**src/sosc_pkg.sv**
```systemverilog
package sosc_pkg;

  // ---------------------------------------------------------------
  // Register map
  // ---------------------------------------------------------------
  localparam logic [19:0] ADDR_STOP0 = 20'hf0124;
  localparam logic [19:0] ADDR_LVL0 = 20'hf0128;
  localparam logic [19:0] ADDR_OEN0 = 20'hf012a;
  localparam logic [19:0] ADDR_INV0 = 20'hf0134;
  localparam logic [19:0] ADDR_WAKE0 = 20'hf0138;
  localparam logic [19:0] ADDR_STOP1 = 20'hf0164;
  localparam logic [19:0] ADDR_LVL1 = 20'hf0168;
  localparam logic [19:0] ADDR_OEN1 = 20'hf016a;
  localparam logic [19:0] ADDR_INV1 = 20'hf0174;
  localparam logic [19:0] ADDR_WAKE1 = 20'hf0178;

  // ---------------------------------------------------------------
  // Fields and reset values
  // ---------------------------------------------------------------
  localparam int CKO_OFS = 8;
  localparam int WAKE_EN_POS = 0;
  localparam int WAKE_SUPP_POS = 1;
  localparam logic [15:0] LVL0_RST = 16'h0f0f;
  localparam logic [15:0] LVL1_RST = 16'h0303;
  localparam logic [15:0] ZERO_RST = 16'h0000;
  localparam logic [2:0] OUT_RST = 3'h7;
  // Output channels: unit0 ch0, unit0 ch2, unit1 ch0
  localparam int NOUT = 3;
  localparam int NCH = 6;
  localparam int OUT_POS [0:2] = '{0, 2, 0};
  localparam int OUT_UNIT [0:2] = '{0, 0, 1};
  localparam int OUT_SE [0:2] = '{0, 2, 4};

  // Register port request
  typedef struct packed {
    logic [19:0] addr;
    logic wr;
    logic byte_lo;
    logic rd;
    logic [15:0] wdata;
  } sosc_req_t;

  // Per-unit wake reception events
  typedef struct packed {
    logic [1:0] rx_done;
    logic [1:0] rx_err;
    logic [1:0] eoc_sel;
  } sosc_wake_t;

endpackage

```
**src/sosc_top.sv**
```systemverilog
`timescale 1ns/1ns
`default_nettype none
module sosc_top
  import sosc_pkg::*;
(
  input wire logic core_clk,
  input wire logic rst_n,
  input wire sosc_req_t req,
  output logic [15:0] reg_rdata,
  input wire logic [NCH-1:0] channel_operation_enable,
  output logic [NCH-1:0] channel_stop_trigger,
  input wire logic [NOUT-1:0] comm_data,
  input wire logic [NOUT-1:0] comm_data_upd,
  input wire logic [NOUT-1:0] comm_clock,
  input wire logic [NOUT-1:0] comm_clock_upd,
  output logic [NOUT-1:0] serial_data_pin,
  output logic [NOUT-1:0] serial_clock_pin,
  input wire sosc_wake_t wake,
  output logic [1:0] receive_done_irq,
  output logic [1:0] receive_error_irq,
  output logic [1:0] wake_flag_hold
);

  // ---------------------------------------------------------------
  // State
  // ---------------------------------------------------------------
  logic [NOUT-1:0] data_output_bit;
  logic [NOUT-1:0] clock_output_bit;
  logic [NOUT-1:0] channel_output_enable;
  logic [NOUT-1:0] level_inversion_bit;
  logic [1:0] wake_reception_enable;
  logic [1:0] wake_error_irq_suppress;
  logic [NOUT-1:0] next_data, next_clock, next_oen, next_inv, next_pin;
  logic [NCH-1:0] next_stop;
  logic [1:0] next_wake_en, next_wake_supp;
  logic [1:0] next_done_irq, next_err_irq;
  logic [15:0] next_rdata;

  // ---------------------------------------------------------------
  // Address decode
  // ---------------------------------------------------------------
  wire wr_full = req.wr && !req.byte_lo;
  wire hit_stop0 = req.addr == ADDR_STOP0;
  wire hit_stop1 = req.addr == ADDR_STOP1;
  wire [1:0] hit_lvl = {req.addr == ADDR_LVL1, req.addr == ADDR_LVL0};
  wire [1:0] hit_oen = {req.addr == ADDR_OEN1, req.addr == ADDR_OEN0};
  wire [1:0] hit_inv = {req.addr == ADDR_INV1, req.addr == ADDR_INV0};
  wire [1:0] hit_wake = {req.addr == ADDR_WAKE1, req.addr == ADDR_WAKE0};

  // Stop triggers are one-cycle pulses; nothing is stored behind them
  assign next_stop = req.wr ?
    ({hit_stop1 ? req.wdata[1:0] : 2'h0,
      hit_stop0 ? req.wdata[3:0] : 4'h0}) : 6'h00;

  // ---------------------------------------------------------------
  // Per-channel output bits
  // ---------------------------------------------------------------
  genvar k;
  generate
    for (k = 0; k < NOUT; k++) begin : g_out
      localparam int P = OUT_POS[k];
      localparam int U = OUT_UNIT[k];
      wire sw_data = req.wr && hit_lvl[U];
      wire sw_clock = wr_full && hit_lvl[U];
      wire enabled = channel_operation_enable[OUT_SE[k]];
      // Locked bits silently drop software writes
      assign next_data[k] = (sw_data && !channel_output_enable[k]) ?
        req.wdata[P] : (channel_output_enable[k] && comm_data_upd[k]) ?
        comm_data[k] : data_output_bit[k];
      assign next_clock[k] = (sw_clock && !enabled) ?
        req.wdata[CKO_OFS+P] : (enabled && comm_clock_upd[k]) ?
        comm_clock[k] : clock_output_bit[k];
      assign next_oen[k] = (req.wr && hit_oen[U]) ?
        req.wdata[P] : channel_output_enable[k];
      assign next_inv[k] = (req.wr && hit_inv[U]) ?
        req.wdata[P] : level_inversion_bit[k];
      // Inversion only matters while the engine owns the pin
      assign next_pin[k] = channel_output_enable[k] ?
        (data_output_bit[k] ^ level_inversion_bit[k]) :
        data_output_bit[k];
    end
  endgenerate

  // ---------------------------------------------------------------
  // Wake control and interrupt routing
  // ---------------------------------------------------------------
  assign next_wake_en = {
    (req.wr && hit_wake[1]) ? req.wdata[WAKE_EN_POS] :
      wake_reception_enable[1],
    (req.wr && hit_wake[0]) ? req.wdata[WAKE_EN_POS] :
      wake_reception_enable[0]};
  assign next_wake_supp = {
    (req.wr && hit_wake[1]) ? req.wdata[WAKE_SUPP_POS] :
      wake_error_irq_suppress[1],
    (req.wr && hit_wake[0]) ? req.wdata[WAKE_SUPP_POS] :
      wake_error_irq_suppress[0]};
  // Suppression is only honoured while wake reception is armed
  wire [1:0] supp_act = wake_error_irq_suppress & wake_reception_enable;
  assign next_done_irq = wake.rx_done |
    (wake.rx_err & ~wake.eoc_sel);
  assign next_err_irq = wake.rx_err & wake.eoc_sel & ~supp_act;

  // ---------------------------------------------------------------
  // Read data; fixed ones are returned so readback matches reset
  // ---------------------------------------------------------------
  wire [15:0] lvl0_word = {4'h0, 1'b1, clock_output_bit[1], 1'b1,
    clock_output_bit[0], 4'h0, 1'b1, data_output_bit[1], 1'b1,
    data_output_bit[0]};
  wire [15:0] lvl1_word = {6'h00, 1'b1, clock_output_bit[2], 6'h00,
    1'b1, data_output_bit[2]};
  wire [15:0] oen0_word = {13'h0000, channel_output_enable[1], 1'b0,
    channel_output_enable[0]};
  wire [15:0] oen1_word = {15'h0000, channel_output_enable[2]};
  wire [15:0] inv0_word = {13'h0000, level_inversion_bit[1], 1'b0,
    level_inversion_bit[0]};
  wire [15:0] inv1_word = {15'h0000, level_inversion_bit[2]};
  wire [15:0] wake0_word = {14'h0000, wake_error_irq_suppress[0],
    wake_reception_enable[0]};
  wire [15:0] wake1_word = {14'h0000, wake_error_irq_suppress[1],
    wake_reception_enable[1]};
  // Stop triggers and unmapped addresses read zero
  assign next_rdata = !req.rd ? reg_rdata :
    hit_lvl[0] ? lvl0_word : hit_lvl[1] ? lvl1_word :
    hit_oen[0] ? oen0_word : hit_oen[1] ? oen1_word :
    hit_inv[0] ? inv0_word : hit_inv[1] ? inv1_word :
    hit_wake[0] ? wake0_word : hit_wake[1] ? wake1_word :
    ZERO_RST;

  // ---------------------------------------------------------------
  // Registers
  // ---------------------------------------------------------------
  // Stored control state
  always_ff @(posedge core_clk) begin
    if (!rst_n) begin
      data_output_bit <= {LVL1_RST[OUT_POS[2]], LVL0_RST[OUT_POS[1]],
        LVL0_RST[OUT_POS[0]]};
      clock_output_bit <= {LVL1_RST[CKO_OFS], LVL0_RST[CKO_OFS+2],
        LVL0_RST[CKO_OFS]};
      channel_output_enable <= ZERO_RST[NOUT-1:0];
      level_inversion_bit <= ZERO_RST[NOUT-1:0];
      wake_reception_enable <= ZERO_RST[1:0];
      wake_error_irq_suppress <= ZERO_RST[1:0];
    end else begin
      data_output_bit <= next_data;
      clock_output_bit <= next_clock;
      channel_output_enable <= next_oen;
      level_inversion_bit <= next_inv;
      wake_reception_enable <= next_wake_en;
      wake_error_irq_suppress <= next_wake_supp;
    end
  end

  // Outputs, all straight from flops; stop leaves the bits alone
  always_ff @(posedge core_clk) begin
    if (!rst_n) begin
      reg_rdata <= ZERO_RST;
      channel_stop_trigger <= ZERO_RST[NCH-1:0];
      serial_data_pin <= OUT_RST;
      serial_clock_pin <= OUT_RST;
      receive_done_irq <= ZERO_RST[1:0];
      receive_error_irq <= ZERO_RST[1:0];
      wake_flag_hold <= ZERO_RST[1:0];
    end else begin
      reg_rdata <= next_rdata;
      channel_stop_trigger <= next_stop;
      serial_data_pin <= next_pin;
      serial_clock_pin <= clock_output_bit;
      receive_done_irq <= next_done_irq;
      receive_error_irq <= next_err_irq;
      wake_flag_hold <= wake_reception_enable;
    end
  end
endmodule
`default_nettype wire

```
**config.mk**
```make
export PLATFORM = sky130hd
export DESIGN_NAME = sosc_top
export DESIGN_NICKNAME = d
export VERILOG_FILES = /design/src/sosc_pkg.sv /design/src/sosc_top.sv
export SDC_FILE = /design/constraint.sdc
export NUM_CORES = 1
export LEC_CHECK = 0
export ABC_AREA = 0
export BUFFER_PORTS_ARGS = -buffer_cell sky130_fd_sc_hd__buf_2
export CORE_MARGIN = 2
export CORE_UTILIZATION = 46
export CTS_CLUSTER_SIZE = 12
export DETAILED_ROUTE_END_ITERATION = 10
export GPL_TIMING_DRIVEN = 0
export PLACE_DENSITY_LB_ADDON = 0.1
export SETUP_SLACK_MARGIN = 0.1
export SLEW_MARGIN = 20
export SYNTH_ARGS = -nofsm -noshare
export SYNTH_HDL_FRONTEND = slang
export SYNTH_SLANG_ARGS = --single-unit
```
**constraint.sdc**
```tcl
create_clock -name core_clk -period 1.75 [get_ports core_clk]
set_input_delay 0.35 -clock core_clk [delete_from_list [all_inputs] [get_ports core_clk]]
set_output_delay 0.35 -clock core_clk [all_outputs]
set_load 0.05 [all_outputs]
```
==> summary.md <==
| Metric | Value |
|---|---|
| Global route total overflow | `0` |
| Slew margin rel. | `61.5%` |
| Full die area | `4960 µm²` |
| Netlist cell types | `40` |
| Critical R2R Launch | `wake_reception_enable[1]$_SDFFE_PN0P_` |
| Setup crit start kind | `input port` |
| Mean post-synth cell area | `9.45 µm²` |
| YS warnings | `0` |
| FF+latch area | `821 µm²` |
| DR vias/cell | `5.29` |
| Final Hold Vio Count | `0` |
| Crit path arrival time | `1.81 ns` |
| Initial drt markers | `68` |
| GR peak layer | `met2` |
| Syn Std Cell Area | `2030 µm²` |
| Core Box Area | `4290 µm²` |
| CP max FO | `6` |
| Vias | `1903` |
| Synth Register Bits | `41` |
| Reg2Reg Depth | `4` |
| Logic gate share of total power | `14.4%` |
| Layout overhead on the synthesized area | `28.3%` |
| CTS H-tree depth | `2` |
| Placed Cells incl. Taps | `348` |
| CTS tree | `done` |
| Leak | `1.17 nW` |
| Finished Layout Cells | `360` |
| Worst path slowest cell | `o311a_1` |
| P_sw | `483 µW` |
| Nets | `372` |
| Fin Hold WS | `0.257 ns` |
| Slew of the pin with the lowest slew margin | `0.576 ns` |
| Max incr delay on CP | `0.38 ns` |
| Fin. max-slew vios | `0` |
| Fin area | `2610 µm²` |
| Seq pwr share | `52.7%` |
| Levels on crit path | `7` |
| WP data required | `1.98 ns` |
| Residual DRC count | `0` |
| Part of the cycle the worst path needs | `90.3%` |
| Final setup fails | `0` |
| Sw Share | `26.8%` |
| Port-buffer cells | `74` |
| Initial antenna violation count | `0` |
| DR pass1 iterations | `4` |
| Die Ht | `70.5 µm` |
| CP top delay family | `simple AND/OR/NAND/NOR gates` |
| EDFF count, synth | `0` |
| Fmax achieved | `633 MHz` |
| Max Root-Sink Buffers | `2` |
| M2 GR Usage | `33.6%` |
| Std-Cell Rows | `24` |
| VDD IR max | `0.000603 V` |
| Post-synthesis cell count | `215` |
| Layout cells sized above 1 | `36.7%` |
| Critical path origin | `req[28]` |
| Met1 Track Usage GR | `25.2%` |
| Outcome | `finished, final reports clean` |
| Hold Path Stages | `2` |
| Num CTS Buffers | `5` |
| Antenna viol nets, final | `0` |
| Final Critical Period | `1.58 ns` |
| Routed WL per cell | `13.9 µm` |
| Gr usage total | `20.2%` |
| Element type at the critical path end | `register` |
| Pint | `1.32 mW` |
| Post-DP HPWL | `3790 µm` |
| Crit-path cells | `buf_2 > nor4b_4 > and3_1 > buf_4 > nand3_1 > o311a_1 > a21oi_1` |
| Num ports | `99` |
| Global Route met3 Usage | `6.35%` |
| First-pass GRT wire length | `7930 µm` |
| PwrDens | `691 nW/µm²` |
| Clock skew | `0.00402 ns` |
| Die Wd | `70.5 µm` |
| CTS root buffer | `clkbuf_8` |
| Vias in the first global route | `1738` |
| Placed inst area | `2490 µm²` |
| Seq/Total Area, Yosys | `40.4%` |
| Worst-path clk slew | `0.08 ns` |
| Clock share of power | `32.9%` |
| WP buf/inv | `2` |
| Gp weighted congestion | `0.860` |
| Post-synth top flop | `dfxtp_1` |
| RSZ-0062 raised after global routing | `false` |
| # clock sinks | `41` |
| Pin count of the biggest net entering global routing | `13` |
| Skew-Pair Late Insertion Delay | `0.29 ns` |
| Initial Util | `47.3%` |
| FILL cells | `412` |
| Hold WC Path Type | `input port to register` |
| Drt total wl | `5010 µm` |
| Multi-input logic area | `1120 µm²` |
| Worst Min Path Start | `wake[4]` |
| Setup CP Type | `input port to register` |
| Max Cap Viol | `0` |
| Share of flip-flops with an asynchronous set or reset | `0%` |
| Antenna diode count | `0` |
## synth_stat cells (2+ instances only)
master | count | area share (%)
nor2_1 | 5 | 0.92
mux2i_1 | 16 | 7.9
nor4b_4 | 3 | 3.5
nand4_1 | 6 | 1.8
o211ai_1 | 2 | 0.74
buf_2 | 3 | 0.74
clkbuf_1 | 5 | 0.92
o21a_1 | 3 | 1.1
a22oi_1 | 2 | 0.74
nor3_1 | 3 | 0.74
nor3b_1 | 3 | 1.1
and4_1 | 3 | 1.3
nor2b_1 | 12 | 3.7
nand2b_1 | 8 | 2.5
o21ai_0 | 8 | 2.0
buf_4 | 10 | 3.7
and3_1 | 6 | 1.8
mux2_2 | 5 | 2.8
nand2_1 | 15 | 2.8
nand3_1 | 18 | 4.4
nor4_2 | 3 | 1.8
a21oi_1 | 7 | 1.7
nand4b_1 | 3 | 1.3
inv_1 | 2 | 0.37
and2_1 | 6 | 1.8
dfxtp_1 | 41 | 40
a21boi_0 | 4 | 1.5
## worst paths after layout
check	slack (ns)	to
worst max register to register	0.58	reg_rdata[0]$_SDFFE_PN0P_
worst max-delay path	0.17	reg_rdata[0]$_SDFFE_PN0P_
worst min register to register	0.46	receive_error_irq[0]$_SDFF_PN0_
worst min-delay path	0.26	receive_done_irq[0]$_SDFF_PN0_
## metal layers
| layer | routed length [µm] | up-vias | part of all wire, % |
|---|---|---|---|
| met5 | 0 | - | 0 |
| met4 | 43 | 0 | 0.86 |
| met3 | 327 | 4 | 6.5 |
| met2 | 2340 | 75 | 47 |
| met1 | 2300 | 878 | 46 |
| li1 | - | 946 | - |
## cell type report
type | count | share of cell area (%)
clock buffer | 6 | 2.78
sequential | 41 | 31.5
tap | 52 | 2.50
clock inverter | 2 | 0.384
buffer | 19 | 4.32
inverter | 2 | 0.288
multi-input combinational | 160 | 42.9
timing repair buffer | 78 | 15.4
## stage by stage
step	util [%]	power, mW	TNS, ns	setup WS (ns)
finish	60.7	1.80	0	0.170
global route	60.7	1.88	0	0.0877
CTS	60.2	1.81	0	0.104
detailed placement	58.1	1.23	-2.78	-0.252
global placement	58.1	1.22	-2.24	-0.245
floorplan	-	1.13	0	0.107
## worst reg2reg max path: stages, from the launching register on
cell and delay [ns]:
dfxtp_1 0.33, mux2_2 0.27, a22oi_1 0.20, o311a_1 0.19, a21oi_1 0.06
## state kept, by name, summed over array words and instances (netlist names), 3 cells and up
register               count
data_output_bit            3
serial_data_pin            3
channel_stop_trigger       6
serial_clock_pin           3
channel_output_enable      3
reg_rdata                  7
level_inversion_bit        3
clock_output_bit           3
## repair_timing
item | in CTS | in global routing
endpoints found under the hold margin | 0 | 0
pin swaps | 1 | 2
resized for setup | 1 | 0
setup buffers | 1 | 3
hold buffers | 0 | 0
setup endpoints to repair | 5 | 15
## placed cells by master (no fill, tap or decap), types with 2 or more instances in the layout
cell | Yosys | routed
clkbuf_1 | 5 | 6
clkbuf_8 | 0 | 5
dfxtp_1 | 41 | 41
a22oi_1 | 2 | 2
nor2b_1 | 12 | 12
and2_1 | 6 | 6
buf_4 | 10 | 14
mux2i_1 | 16 | 16
nand2_1 | 15 | 15
and3_1 | 6 | 6
nand4_1 | 6 | 6
o211ai_1 | 2 | 2
mux2_2 | 5 | 5
o21ai_0 | 8 | 8
nor4b_4 | 3 | 3
nand4b_1 | 3 | 3
o21a_1 | 3 | 3
clkinv_2 | 0 | 2
a21oi_1 | 7 | 7
nor3b_1 | 3 | 3
inv_1 | 2 | 2
conb_1 | 1 | 8
nand2b_1 | 8 | 8
buf_2 | 3 | 77
nor2_1 | 5 | 5
a21boi_0 | 4 | 4
nor3_1 | 3 | 3
nand3_1 | 18 | 18
and4_1 | 3 | 2
nor4_2 | 3 | 3
## logic make-up (layout without fill, tap and decap cells)
group,Yosys count,after routing,synth area share [%]
and+or+nand+nor,100,100,32.9
DFF,41,41,40.4
AOI/OAI and AO/OA,31,31,9.91
muxes,21,21,10.7
buffers and inverters,21,107,5.91
other,1,8,0.185
## power groups by stage
stage | combinational [mW] | sequential (mW) | clock [mW]
2_1_floorplan | 0.125 | 1.00 | 0
3_3_place_gp | 0.252 | 0.972 | 0
3_5_place_dp | 0.256 | 0.972 | 0
4_1_cts | 0.256 | 0.950 | 0.603
5_1_grt | 0.278 | 0.951 | 0.654
6_report | 0.259 | 0.950 | 0.593
No activity file was read; power rests on OpenSTA's default activity.
